--- src/rtl/gdpg_pkg.sv ---
// Purpose: constants and types for the gated delayed pulse generator
// Assumes: single clock, plain-port configuration, no bus
// Notes: counts are in timebase ticks; widths fixed
//
// What this block does
// - gate mode 0 ignores the gate and starts counting on software start
// - gate mode 1 counts only while the gate is high
// - gate mode 2 counts only while the gate is low
// - gate mode 3 waits for the next gate rising edge after start
// - gate mode 4 waits for the next gate falling edge after start
// - edge modes give exactly one pulse on the first qualifying edge
// - polarity 0: output low during delay, high during width
// - polarity 1: output high during delay, low during width
// - one single pulse per start, never a repeating train
// - delay phase lasts the programmed number of timebase ticks
// - width phase lasts a separately programmed number of ticks
// - timebase 0 uses the internal clock, 1 the external source pin
package gdpg_pkg;
    // ----------------------------------------------------------------
    // widths and encodings
    // ----------------------------------------------------------------
    localparam int GDPG_CNT_W = 32;
    localparam logic [2:0] GDPG_GATE_NONE = 3'h0;
    localparam logic [2:0] GDPG_GATE_HIGH = 3'h1;
    localparam logic [2:0] GDPG_GATE_LOW = 3'h2;
    localparam logic [2:0] GDPG_GATE_RISE = 3'h3;
    localparam logic [2:0] GDPG_GATE_FALL = 3'h4;
    localparam logic GDPG_TB_INTERNAL = 1'h0;
    localparam logic GDPG_TB_EXTERNAL = 1'h1;
    localparam logic GDPG_POL_HIGH_PULSE = 1'h0;
    localparam logic [GDPG_CNT_W-1:0] GDPG_CNT_ZERO = 32'h0000_0000;
    localparam logic [GDPG_CNT_W-1:0] GDPG_CNT_ONE = 32'h0000_0001;

    typedef enum logic [1:0] {
        GDPG_IDLE = 2'b00,
        GDPG_ARMED = 2'b01,
        GDPG_DELAY = 2'b10,
        GDPG_WIDTH = 2'b11
    } gdpg_state_t;
endpackage

--- src/rtl/gdpg_tick.sv ---
// Purpose: timebase tick and gate edge detection
// Assumes: inputs synchronous to clk
// Notes: external tick is one cycle per rising edge of the source pin
module gdpg_tick import gdpg_pkg::*; (
    input wire logic clk,
    input wire logic rst,
    input wire logic timebase_sel,
    input wire logic external_timebase_input,
    input wire logic counter_gate_input,
    output logic tick,
    output logic gate_rise,
    output logic gate_fall
);
    logic src_q, src_d, gate_q, gate_d;

    // -----------------------------------------------------------------
    // previous sample registers
    // -----------------------------------------------------------------
    always_comb begin
        src_d = external_timebase_input;
        gate_d = counter_gate_input;
    end

    always_ff @(posedge clk or posedge rst) begin
        if (rst) begin
            src_q <= 1'b0;
            gate_q <= 1'b0;
        end else begin
            src_q <= src_d;
            gate_q <= gate_d;
        end
    end

    // tick select and edge flags
    always_comb begin
        if (timebase_sel == GDPG_TB_EXTERNAL) begin
            tick = external_timebase_input & ~src_q;
        end else begin
            tick = 1'b1;
        end
        gate_rise = counter_gate_input & ~gate_q;
        gate_fall = ~counter_gate_input & gate_q;
    end
endmodule

--- src/rtl/gdpg_top.sv ---
// Purpose: one-shot delayed pulse generator with gating and polarity
// Assumes: config held stable while busy; delay/width >= 1 tick
// Notes: zero counts are treated as one tick
module gdpg_top import gdpg_pkg::*; (
    input wire logic clk,
    input wire logic rst,
    input wire logic start,
    input wire logic [2:0] gate_mode,
    input wire logic timebase_sel,
    input wire logic pulse_polarity,
    input wire logic [GDPG_CNT_W-1:0] delay_count,
    input wire logic [GDPG_CNT_W-1:0] width_count,
    input wire logic external_timebase_input,
    input wire logic counter_gate_input,
    output logic counter_pulse_output,
    output logic busy,
    output logic done
);
    gdpg_state_t state_q, state_d;
    logic [GDPG_CNT_W-1:0] cnt_q, cnt_d;
    logic out_q, out_d, done_q, done_d;
    logic tick, gate_rise, gate_fall, run;

    // clamp zero to one tick
    function automatic logic [GDPG_CNT_W-1:0] gdpg_len(input logic [GDPG_CNT_W-1:0] v);
        gdpg_len = (v == GDPG_CNT_ZERO) ? GDPG_CNT_ONE : v;
    endfunction

    gdpg_tick u_tick (
        .clk(clk),
        .rst(rst),
        .timebase_sel(timebase_sel),
        .external_timebase_input(external_timebase_input),
        .counter_gate_input(counter_gate_input),
        .tick(tick),
        .gate_rise(gate_rise),
        .gate_fall(gate_fall)
    );

    // -----------------------------------------------------------------
    // gating qualifier
    // -----------------------------------------------------------------
    always_comb begin
        if (gate_mode == GDPG_GATE_HIGH) begin
            run = counter_gate_input;
        end else if (gate_mode == GDPG_GATE_LOW) begin
            run = ~counter_gate_input;
        end else begin
            run = 1'b1;
        end
    end

    // -----------------------------------------------------------------
    // sequencer
    // -----------------------------------------------------------------
    always_comb begin
        state_d = state_q;
        cnt_d = cnt_q;
        out_d = out_q;
        done_d = 1'b0;
        case (state_q)
            GDPG_IDLE: begin
                out_d = pulse_polarity; // delay level while idle
                if (start) begin
                    cnt_d = gdpg_len(delay_count);
                    if (gate_mode == GDPG_GATE_RISE || gate_mode == GDPG_GATE_FALL) begin
                        state_d = GDPG_ARMED;
                    end else begin
                        state_d = GDPG_DELAY;
                    end
                end
            end
            GDPG_ARMED: begin
                if ((gate_mode == GDPG_GATE_RISE && gate_rise) ||
                    (gate_mode == GDPG_GATE_FALL && gate_fall)) begin
                    state_d = GDPG_DELAY;
                end
            end
            GDPG_DELAY: begin
                if (tick && run) begin
                    if (cnt_q == GDPG_CNT_ONE) begin
                        cnt_d = gdpg_len(width_count);
                        out_d = ~pulse_polarity;
                        state_d = GDPG_WIDTH;
                    end else begin
                        cnt_d = cnt_q - GDPG_CNT_ONE;
                    end
                end
            end
            GDPG_WIDTH: begin
                if (tick && run) begin
                    if (cnt_q == GDPG_CNT_ONE) begin
                        out_d = pulse_polarity;
                        done_d = 1'b1;
                        state_d = GDPG_IDLE; // no rearm
                    end else begin
                        cnt_d = cnt_q - GDPG_CNT_ONE;
                    end
                end
            end
            default: begin
                state_d = GDPG_IDLE;
            end
        endcase
    end

    always_ff @(posedge clk or posedge rst) begin
        if (rst) begin
            state_q <= GDPG_IDLE;
            cnt_q <= GDPG_CNT_ZERO;
            out_q <= GDPG_POL_HIGH_PULSE;
            done_q <= 1'b0;
        end else begin
            state_q <= state_d;
            cnt_q <= cnt_d;
            out_q <= out_d;
            done_q <= done_d;
        end
    end

    assign counter_pulse_output = out_q;
    assign busy = (state_q != GDPG_IDLE);
    assign done = done_q;

    // -----------------------------------------------------------------
    // assertions
    // -----------------------------------------------------------------
    property p_mode0_start;
        @(posedge clk) disable iff (rst)
        (state_q == GDPG_IDLE && start && gate_mode == GDPG_GATE_NONE) |=> state_q == GDPG_DELAY;
    endproperty
    a_mode0_start: assert property (p_mode0_start) else $error("mode 0 start did not begin delay");

    property p_gate_high_hold;
        @(posedge clk) disable iff (rst)
        (state_q == GDPG_DELAY && gate_mode == GDPG_GATE_HIGH && !counter_gate_input) |=> $stable(cnt_q);
    endproperty
    a_gate_high_hold: assert property (p_gate_high_hold) else $error("counted while gate low");

    property p_gate_low_hold;
        @(posedge clk) disable iff (rst)
        (state_q == GDPG_DELAY && gate_mode == GDPG_GATE_LOW && counter_gate_input) |=> $stable(cnt_q);
    endproperty
    a_gate_low_hold: assert property (p_gate_low_hold) else $error("counted while gate high");

    property p_rise_wait;
        @(posedge clk) disable iff (rst)
        (state_q == GDPG_ARMED && gate_mode == GDPG_GATE_RISE && !gate_rise) |=> state_q == GDPG_ARMED;
    endproperty
    a_rise_wait: assert property (p_rise_wait) else $error("left armed without rising edge");

    property p_fall_go;
        @(posedge clk) disable iff (rst)
        (state_q == GDPG_ARMED && gate_mode == GDPG_GATE_FALL && gate_fall) |=> state_q == GDPG_DELAY;
    endproperty
    a_fall_go: assert property (p_fall_go) else $error("falling edge did not start delay");

    property p_pol_delay;
        @(posedge clk) disable iff (rst)
        (state_q == GDPG_DELAY) |-> counter_pulse_output == pulse_polarity;
    endproperty
    a_pol_delay: assert property (p_pol_delay) else $error("wrong delay level");

    property p_pol_width;
        @(posedge clk) disable iff (rst)
        (state_q == GDPG_WIDTH) |-> counter_pulse_output == ~pulse_polarity;
    endproperty
    a_pol_width: assert property (p_pol_width) else $error("wrong width level");

    property p_end_idle;
        @(posedge clk) disable iff (rst)
        done |-> (state_q == GDPG_IDLE && counter_pulse_output == pulse_polarity);
    endproperty
    a_end_idle: assert property (p_end_idle) else $error("not idle after pulse");

    property p_single;
        @(posedge clk) disable iff (rst)
        (done && !start) |=> state_q == GDPG_IDLE;
    endproperty
    a_single: assert property (p_single) else $error("pulse repeated without start");

    property p_int_delay3;
        @(posedge clk) disable iff (rst)
        (state_q == GDPG_IDLE && start && gate_mode == GDPG_GATE_NONE && timebase_sel == GDPG_TB_INTERNAL
         && delay_count == 32'h0000_0003) |=> (state_q == GDPG_DELAY) [*3] ##1 state_q == GDPG_WIDTH;
    endproperty
    a_int_delay3: assert property (p_int_delay3) else $error("delay of three ticks wrong");

    property p_rise_go;
        @(posedge clk) disable iff (rst)
        (state_q == GDPG_ARMED && gate_mode == GDPG_GATE_RISE && gate_rise) |=> state_q == GDPG_DELAY;
    endproperty
    a_rise_go: assert property (p_rise_go) else $error("rising edge did not start delay");

    property p_fall_wait;
        @(posedge clk) disable iff (rst)
        (state_q == GDPG_ARMED && gate_mode == GDPG_GATE_FALL && !gate_fall) |=> state_q == GDPG_ARMED;
    endproperty
    a_fall_wait: assert property (p_fall_wait) else $error("left armed without falling edge");

    // idle never leaves without a start, so gate edges cannot retrigger
    property p_idle_stay;
        @(posedge clk) disable iff (rst)
        (state_q == GDPG_IDLE && !start) |=> state_q == GDPG_IDLE;
    endproperty
    a_idle_stay: assert property (p_idle_stay) else $error("left idle without start");

    // external timebase: no rising source edge means no count
    property p_ext_hold;
        @(posedge clk) disable iff (rst)
        (state_q == GDPG_DELAY && timebase_sel == GDPG_TB_EXTERNAL
         && !(external_timebase_input && !$past(external_timebase_input))) |=> $stable(cnt_q);
    endproperty
    a_ext_hold: assert property (p_ext_hold) else $error("counted without source edge");

    property p_width_end;
        @(posedge clk) disable iff (rst)
        (state_q == GDPG_WIDTH && cnt_q == GDPG_CNT_ONE && tick && run) |=> (done && state_q == GDPG_IDLE);
    endproperty
    a_width_end: assert property (p_width_end) else $error("width did not end on last tick");

    // last delay tick loads the width; two internal ticks of width
    property p_int_width2;
        @(posedge clk) disable iff (rst)
        (state_q == GDPG_DELAY && cnt_q == GDPG_CNT_ONE && gate_mode == GDPG_GATE_NONE
         && timebase_sel == GDPG_TB_INTERNAL && width_count == 32'h0000_0002)
        |=> (state_q == GDPG_WIDTH) [*2] ##1 state_q == GDPG_IDLE;
    endproperty
    a_int_width2: assert property (p_int_width2) else $error("width of two ticks wrong");

    c_pulse: cover property (@(posedge clk) disable iff (rst) done);
    c_rise: cover property (@(posedge clk) disable iff (rst) state_q == GDPG_ARMED && gate_rise);
    c_ext: cover property (@(posedge clk) disable iff (rst) state_q == GDPG_WIDTH && timebase_sel);
    c_fall: cover property (@(posedge clk) disable iff (rst) state_q == GDPG_ARMED && gate_fall);
    c_pause: cover property (@(posedge clk) disable iff (rst)
        state_q == GDPG_DELAY && gate_mode == GDPG_GATE_HIGH && !counter_gate_input);
endmodule
--- config.mk ---
export PLATFORM = sky130hd
export DESIGN_NAME = gdpg_top
export DESIGN_NICKNAME = d
export VERILOG_FILES = /design/src/rtl/gdpg_pkg.sv /design/src/rtl/gdpg_tick.sv /design/src/rtl/gdpg_top.sv
export SDC_FILE = /design/constraint.sdc
export NUM_CORES = 1
export LEC_CHECK = 0
export BUFFER_PORTS_ARGS = -buffer_cell sky130_fd_sc_hd__buf_2
export CAP_MARGIN = 20
export CORE_ASPECT_RATIO = 1.2
export CORE_MARGIN = 3
export CORE_UTILIZATION = 40
export DETAILED_ROUTE_END_ITERATION = 16
export GPL_TIMING_DRIVEN = 0
export MAX_ROUTING_LAYER = met4
export PLACE_DENSITY = 0.66
export SYNTH_ARGS = -nofsm -noshare
export SYNTH_HDL_FRONTEND = slang
export SYNTH_SLANG_ARGS = --single-unit
--- constraint.sdc ---
create_clock -name clk -period 2.7 [get_ports clk]
set_input_delay 0.54 -clock clk [delete_from_list [all_inputs] [get_ports clk]]
set_output_delay 0.54 -clock clk [all_outputs]
set_load 0.1 [all_outputs]
==> qor.txt, run 1 <==
=================================================================================
Final antenna-violating net count                                               0
Leak Pwr                                                               0.00166 uW
Async set-or-reset flop fraction in the synthesized netlist                  100%
Worst Tran Pin Value                                                      1330 ps
Clock Root Buffer                                                    sky130_fd_sc_hd__clkbuf_8
CORE AREA                                                               6940 um^2
Proportion of layout cells with a drive suffix above 1                      38.4%
Max-cap check violation count                                                   0
Number of global-route vias before repair                                    3608
Final hold violation count                                                      0
Final routed wire length divided by cell count                            24.2 um
Min Clock Period, post-route                                              2930 ps
GR Util All Layers                                                          30.5%
Outcome                                                              finished with violations
Yosys warning count                                                             0
HPWL reported at the end of detailed placement                            8.42 mm
Insertion delay to the later sink of the worst-skew pair                   300 ps
Horizontal extent of the die                                              83.8 um
Die footprint                                                           8330 um^2
Critical path data required time                                          2820 ps
Critical Setup Path Class                                            flop to flop
Hold-fix buffers at CTS                                                         0
Final core utilization                                                      59.5%
Failing checks                                                       setup timing
Most common cell on crit path                                        sky130_fd_sc_hd__or4_4
CP Buf/Inv Count                                                                1
Antenna Cells                                                                   0
DRC marker count from the first detailed-route iteration                      557
CP max stage delay                                                         540 ps
Largest cells by area after synthesis                                sky130_fd_sc_hd__dfrtp_1 (33%), sky130_fd_sc_hd__o21ai_0 (6.0%), sky130_fd_sc_hd__nor4_1 (5.4%)
Family with the most delay on the worst path                         simple AND/OR/NAND/NOR gates
Number of nets at the end of the flow                                         535
Final setup skew                                                          8.82 ps
Crit path capture type                                                       flop
Clock buffers created by TritonCTS                                              5
CP startpoint kind                                                           flop
Share of the yosys chip area belonging to registers                         32.7%
Worst hold margin                                                          360 ps
Cell Rows                                                                      33
GR Overflow Total                                                               0
Number of vias after detailed routing                                        3864
Power density relative to cell area                                  1340 nW/um^2
Die height                                                                99.4 um
Length of the first detailed-routing pass in iterations                         7
Routability congestion estimate from global placement                       0.953
Mean Syn Cell Area                                                      8.38 um^2
Total instance count after detailed placement                                 510
Maximum clock frequency                                                   341 MHz
Setup repair after global routing missed its margin                           yes
Number of buffers inserted by port buffering                                   76
Final std cell area, no fill                                            4130 um^2
Critical Path AT                                                          3060 ps
Maximum number of buffers from clock root to sink                               2
Peak supply drop                                                         0.686 mV
Count of clock tree sinks                                                      38
Highest-delay cell along the critical path                           sky130_fd_sc_hd__or4_4
Layout Area Growth over Synthesis                                           42.0%
Clock slew seen by the registers of the worst setup and hold paths          80 ps
Slack of the worst reg-to-reg path                                        -230 ps
Filler cells                                                                  598
Max-slew violation count                                                        0
Filler-free cell count of the finished design                                 540
CTS tree                                                                      yes
Cell type with the highest aggregate area in the netlist             sky130_fd_sc_hd__dfrtp_1
Largest net degree at the start of global routing                              39
Proportion of netlist area held by the largest area contributor             32.7%
Placement Cell Area                                                     3430 um^2
Number of antenna violations at the first check in global routing               0
Flops & latches, synth                                                         38
Minimum setup slack in the final design                                   -235 ps
Main flop type after synthesis                                       sky130_fd_sc_hd__dfrtp_1
Synth Cell Area                                                         2910 um^2
Maximum net fanout on the critical path                                         5
Routed wire length                                                        13.1 mm
Number of standard cells after synthesis                                      347
Number of synthesized flops with an enable pin                                  0
Leading post-synthesis cells by instance count                       sky130_fd_sc_hd__dfrtp_1 (38), sky130_fd_sc_hd__o21ai_0 (35), sky130_fd_sc_hd__nor4_1 (25)
Yosys cell types                                                               55
DRC errors left                                                                 0
Headroom to the max-slew limit                                              10.5%
Min-Delay Path Class                                                 primary input to flop
Post-Route Setup TNS                                                     -4650 ps
Routed vias/inst                                                             7.16
Starting utilization of the core area                                       41.9%
Boundary pin count                                                             77
CTS H-tree lvls                                                                 2
Number of setup violations in the final report                                 33
Global-route wire length before repair                                    19.4 mm
CP Cell Sequence                                                     or4_4 > or4_4 > or4_4 > buf_4 > or4_1 > o21ai_1 > a31oi_1
Period utilization                                                           109%
Number of nets produced by synthesis                                          428
Most frequent cell after synthesis                                   sky130_fd_sc_hd__dfrtp_1
=================================================================================
state kept, by name (all words and copies together), names as in the netlist:
name	flops
counter_pulse_output	1
cnt_q	32
u_tick.gate_q	1
state_q	2
done	1
u_tick.src_q	1
logic make-up after synthesis:
family                     after synthesis  synth area share (%)
AOI/OAI and AO/OA                      134                  33.2
xor gates and xnor gates                 2                 0.603
adders and majority gates                7                  3.01
buffers and inverters                   35                  5.03
DFF                                     38                  32.7
muxes                                    3                  1.08
and+or+nand+nor                        128                  24.4
power by group:
part / switching [uW] / total (uW) / internal, uW
sequential: 315 / 1160 / 845
clock: 216 / 414 / 198
combinational: 2250 / 3950 / 1710
repair_timing:
| action | CTS | global route |
|---|---|---|
| pin swaps | 21 | 14 |
| setup endpoints to repair | 35 | 36 |
| cloned | 4 | 0 |
| gates resized for setup | 65 | 28 |
| hold endpoints to repair | 0 | 0 |
| buffers inserted | 16 | 9 |
placed cells by master, fill, tap and decap left out, types with 7 or more instances in the layout:
cell,netlist,final
sky130_fd_sc_hd__o21ai_0,35,11
sky130_fd_sc_hd__o21ai_1,2,9
sky130_fd_sc_hd__o21ai_2,0,16
sky130_fd_sc_hd__nor3_1,18,16
sky130_fd_sc_hd__a32oi_1,14,14
sky130_fd_sc_hd__a22o_1,11,11
sky130_fd_sc_hd__nand3_1,8,7
sky130_fd_sc_hd__buf_4,1,21
sky130_fd_sc_hd__nand4_1,8,8
sky130_fd_sc_hd__clkbuf_8,0,9
sky130_fd_sc_hd__a21oi_1,14,11
sky130_fd_sc_hd__clkbuf_1,18,8
sky130_fd_sc_hd__inv_1,12,11
sky130_fd_sc_hd__a222oi_1,8,8
sky130_fd_sc_hd__o2bb2ai_1,10,10
sky130_fd_sc_hd__nand2_1,20,20
sky130_fd_sc_hd__a31oi_1,8,7
sky130_fd_sc_hd__dfrtp_1,38,38
sky130_fd_sc_hd__nor2_1,19,17
sky130_fd_sc_hd__nor4_1,25,24
sky130_fd_sc_hd__buf_2,2,76
per-stage QoR:
step / power, uW / setup slack, ps
finish: 5530 / -235
global route: 5730 / -341
CTS: 5030 / -202
detailed placement: 3800 / -839
global placement: 3750 / -875
floorplan: 2950 / -108
path summary, 6_finish.rpt:
kind	start	end	cells past startpoint
max	cnt_q[23]	cnt_q[0]	7
max reg2reg	cnt_q[23]	cnt_q[0]	7
max in group asynchronous	rst	cnt_q[20]	2
min reg2reg	cnt_q[27]	cnt_q[27]	1
min	external_timebase_input	u_tick.src_q	1
min in group asynchronous	rst	u_tick.src_q	2
routing by layer:
layer  routed length (um)  global-route usage [%]  up-vias
met2                 5870                    46.6      334
met3                 1550                    6.13      107
li1                     -                       -     1623
met1                 4680                    37.2     1800
met5                    0                       -        -
met4                  975                    18.4        0
layout make-up:
type                            instances  area, um^2  share of cell area [%]
Tap cell                               87         109                    2.64
Sequential cell                        38         951                    23.0
Multi-Input combinational cell        274        2100                    51.0
Clock buffer                            6        82.6                    2.00
Inverter                               12        45.0                    1.09
Timing Repair Buffer                  105         688                    16.7
Buffer                                 18         149                    3.61
Power figures use the tool's default switching activity.
==> inputs of run 2 (changes only) <==
- TNS_END_PERCENT: not set -> 10
==> qor.txt, run 2 (synthesis results as in run 1) <==
=================================================================================
Global routing met3 resource utilization                                    5.14%   -0.99 points
GR Overflow Total                                                               0   unchanged
DRC errors left                                                                 0   unchanged
Leading cell type in the layout, fill and taps excluded              sky130_fd_sc_hd__buf_2
Global-route layer with the greatest usage                                   met2
Setup repair after global routing missed its margin                           yes
Crit path capture type                                                       flop
Final routed wire length divided by cell count                            23.2 um   -4.3%
Maximum number of buffers from clock root to sink                               2   unchanged
Routed wire length                                                        12.4 mm   -5.3%
Routability congestion estimate from global placement                       0.944   -0.91%
Global-route wire length before repair                                    18.7 mm   -3.4%
Maximum net fanout on the critical path                                         5   unchanged
Worst hold margin                                                          366 ps   +6.46 ps
Largest net degree at the start of global routing                              39   unchanged
Horizontal extent of the die                                              83.8 um   unchanged
Routed vias/inst                                                             6.86   -4.1%
Number of buffers inserted by port buffering                                   76   unchanged
Highest-delay cell along the critical path                           sky130_fd_sc_hd__or4_4
CP startpoint kind                                                           flop
HPWL reported at the end of detailed placement                            8.58 mm   +1.9%
CP Cell Sequence                                                     or4_4 > or4_4 > or4_4 > a21o_4 > buf_4 > a222oi_1 > o2bb2ai_1
Peak supply drop                                                         0.671 mV   -2.1%
Die footprint                                                           8330 um^2   unchanged
Outcome                                                              finished with violations
Clock slew seen by the registers of the worst setup and hold paths          80 ps   about the same
Cell Rows                                                                      33   unchanged
Largest registers                                                    cnt_q: 32 flops, state_q: 2 flops
Insertion delay to the later sink of the worst-skew pair                   300 ps   about the same
Final hold violation count                                                      0   unchanged
Die height                                                                99.4 um   unchanged
Largest register FFs                                                           32   unchanged
Post-route total power                                                    4820 uW   -13%
Number of antenna violations at the first check in global routing               0   unchanged
Clock buffers created by TritonCTS                                              5   unchanged
Met2 track utilization from global routing                                  45.2%   -1.4 points
Min-Delay Path Class                                                 primary input to flop
Count of clock tree sinks                                                      38   unchanged
Max-cap check violation count                                                   0   unchanged
GR Util All Layers                                                          29.5%   -1.0 points
DRC marker count from the first detailed-route iteration                      519   -6.8%
Place WS                                                                  -877 ps   -37.5 ps
Starting utilization of the core area                                       41.9%   unchanged
Most common cell on crit path                                        sky130_fd_sc_hd__or4_4
Failing checks                                                       setup timing
Final core utilization                                                      55.1%   -4.4 points
Most frequent cells in the layout                                    sky130_fd_sc_hd__buf_2 (76), sky130_fd_sc_hd__dfrtp_1 (38), sky130_fd_sc_hd__o21ai_0 (25), sky130_fd_sc_hd__nor4_1 (23)
Clock Root Buffer                                                    sky130_fd_sc_hd__clkbuf_8
Leak Pwr                                                               0.00153 uW   -7.8%
Maximum clock frequency                                                   334 MHz   -1.9%
CORE AREA                                                               6940 um^2   unchanged
CTS tree                                                                      yes
Number of vias after detailed routing                                        3665   -5.2%
CP max stage delay                                                         560 ps   +20 ps
Boundary pin count                                                             77   unchanged
Minimum setup slack in the final design                                   -291 ps   -56.2 ps
GRT met1 Usage                                                              36.7%   -0.43 points
Final setup skew                                                          4.15 ps   -4.66 ps
Number of nets at the end of the flow                                         528   -1.3%
CTS H-tree lvls                                                                 2   unchanged
Filler cells                                                                  658   +10%
Filler-free cell count of the finished design                                 534   -1.1%
Worst Tran Pin Value                                                       955 ps   -380 ps
Final antenna-violating net count                                               0   unchanged
Length of the first detailed-routing pass in iterations                         7   unchanged
Number of global-route vias before repair                                    3543   -1.8%
Power density relative to cell area                                  1260 nW/um^2   -5.9%
Critical Setup Path Class                                            flop to flop
Antenna Cells                                                                   0   unchanged
Layout Area Growth over Synthesis                                           31.4%
Total instance count after detailed placement                                 510   unchanged
Number of setup violations in the final report                                 34   +3.0%
Min Clock Period, post-route                                              2990 ps   +56.2 ps
Period utilization                                                           111%   +2.1 points
Proportion of layout cells with a drive suffix above 1                      31.3%   -7.1 points
Headroom to the max-slew limit                                              35.9%   +25 points
Critical path data required time                                          2870 ps   +50 ps
Max-slew violation count                                                        0   unchanged
Top register by number of flip-flops                                        cnt_q
Critical Path AT                                                          3170 ps   +110 ps
=================================================================================
run 2: cell types whose count changed in the layout (fill, tap and decap cells not counted), moves of 2 or more:
cell / before / now
sky130_fd_sc_hd__o21ai_0: 11 / 25
sky130_fd_sc_hd__o41ai_1: 1 / 4
sky130_fd_sc_hd__clkbuf_2: 1 / 3
sky130_fd_sc_hd__o21ai_2: 16 / 0
sky130_fd_sc_hd__buf_12: 3 / 1
sky130_fd_sc_hd__o41ai_2: 3 / 0
sky130_fd_sc_hd__buf_8: 4 / 0
sky130_fd_sc_hd__clkbuf_1: 8 / 11
sky130_fd_sc_hd__o21ai_1: 9 / 12
run 2: worst max-delay path: cells and delay by family (launching register included):
| kind | cells | cell delay, ps |
|---|---|---|
| AND/OR/NAND/NOR | 3 | 1550 |
| AO/OA/AOI/OAI | 3 | 780 |
| flip-flops | 1 | 390 |
| buffers and inverters | 1 | 150 |
run 2: final timing paths:
| check | start | endpoint | slack [ps] | cells after the start |
|---|---|---|---|---|
| setup / recovery | cnt_q[21] | cnt_q[19] | -290 | 7 |
| hold / removal | external_timebase_input | u_tick.src_q | 370 | 1 |
| setup reg to reg | cnt_q[21] | cnt_q[19] | -290 | 7 |
| hold reg to reg | cnt_q[27] | cnt_q[27] | 500 | 1 |
| max in group asynchronous | rst | cnt_q[0] | 1700 | 2 |
| min in group asynchronous | rst | u_tick.src_q | 420 | 2 |
run 2: power breakdown:
group          total (uW)  internal, uW  switching (uW)
clock                 396           178             218
sequential           1150           845             306
combinational        3270          1290            1980
total                4820          2310            2500
run 2: per-layer routing:
metal	vias up	wire length, um
li1	1611	-
met3	58	1280
met2	249	5640
met1	1747	4720
met5	-	0
met4	0	732
run 2: timing repair:
action | 4_1_cts | 5_1_grt
gates cloned | 0 | 0
hold buffers | 0 | 0
endpoints found under the setup margin | 36 | 35
pin swaps | 10 | 9
resized for setup | 45 | 19
buffers inserted | 11 | 8
run 2: layout make-up:
type / count / area (um^2) / share of cell area, %
multi-input cells: 274 / 1960 / 51.3
flip-flops and latches: 38 / 951 / 24.9
repair buffers: 95 / 527 / 13.8
plain buffers: 21 / 151 / 3.96
well taps: 87 / 109 / 2.85
inverters: 12 / 45.0 / 1.18
clock buffers: 7 / 76.3 / 2.00
run 2: stage by stage:
step | setup TNS, ps | area, um^2
2_1_floorplan | -1450 | 2920
3_3_place_gp | -27340 | 3410
3_5_place_dp | -27450 | 3410
4_1_cts | -3890 | 3700
5_1_grt | -7760 | 3820
6_report | -5270 | 3820
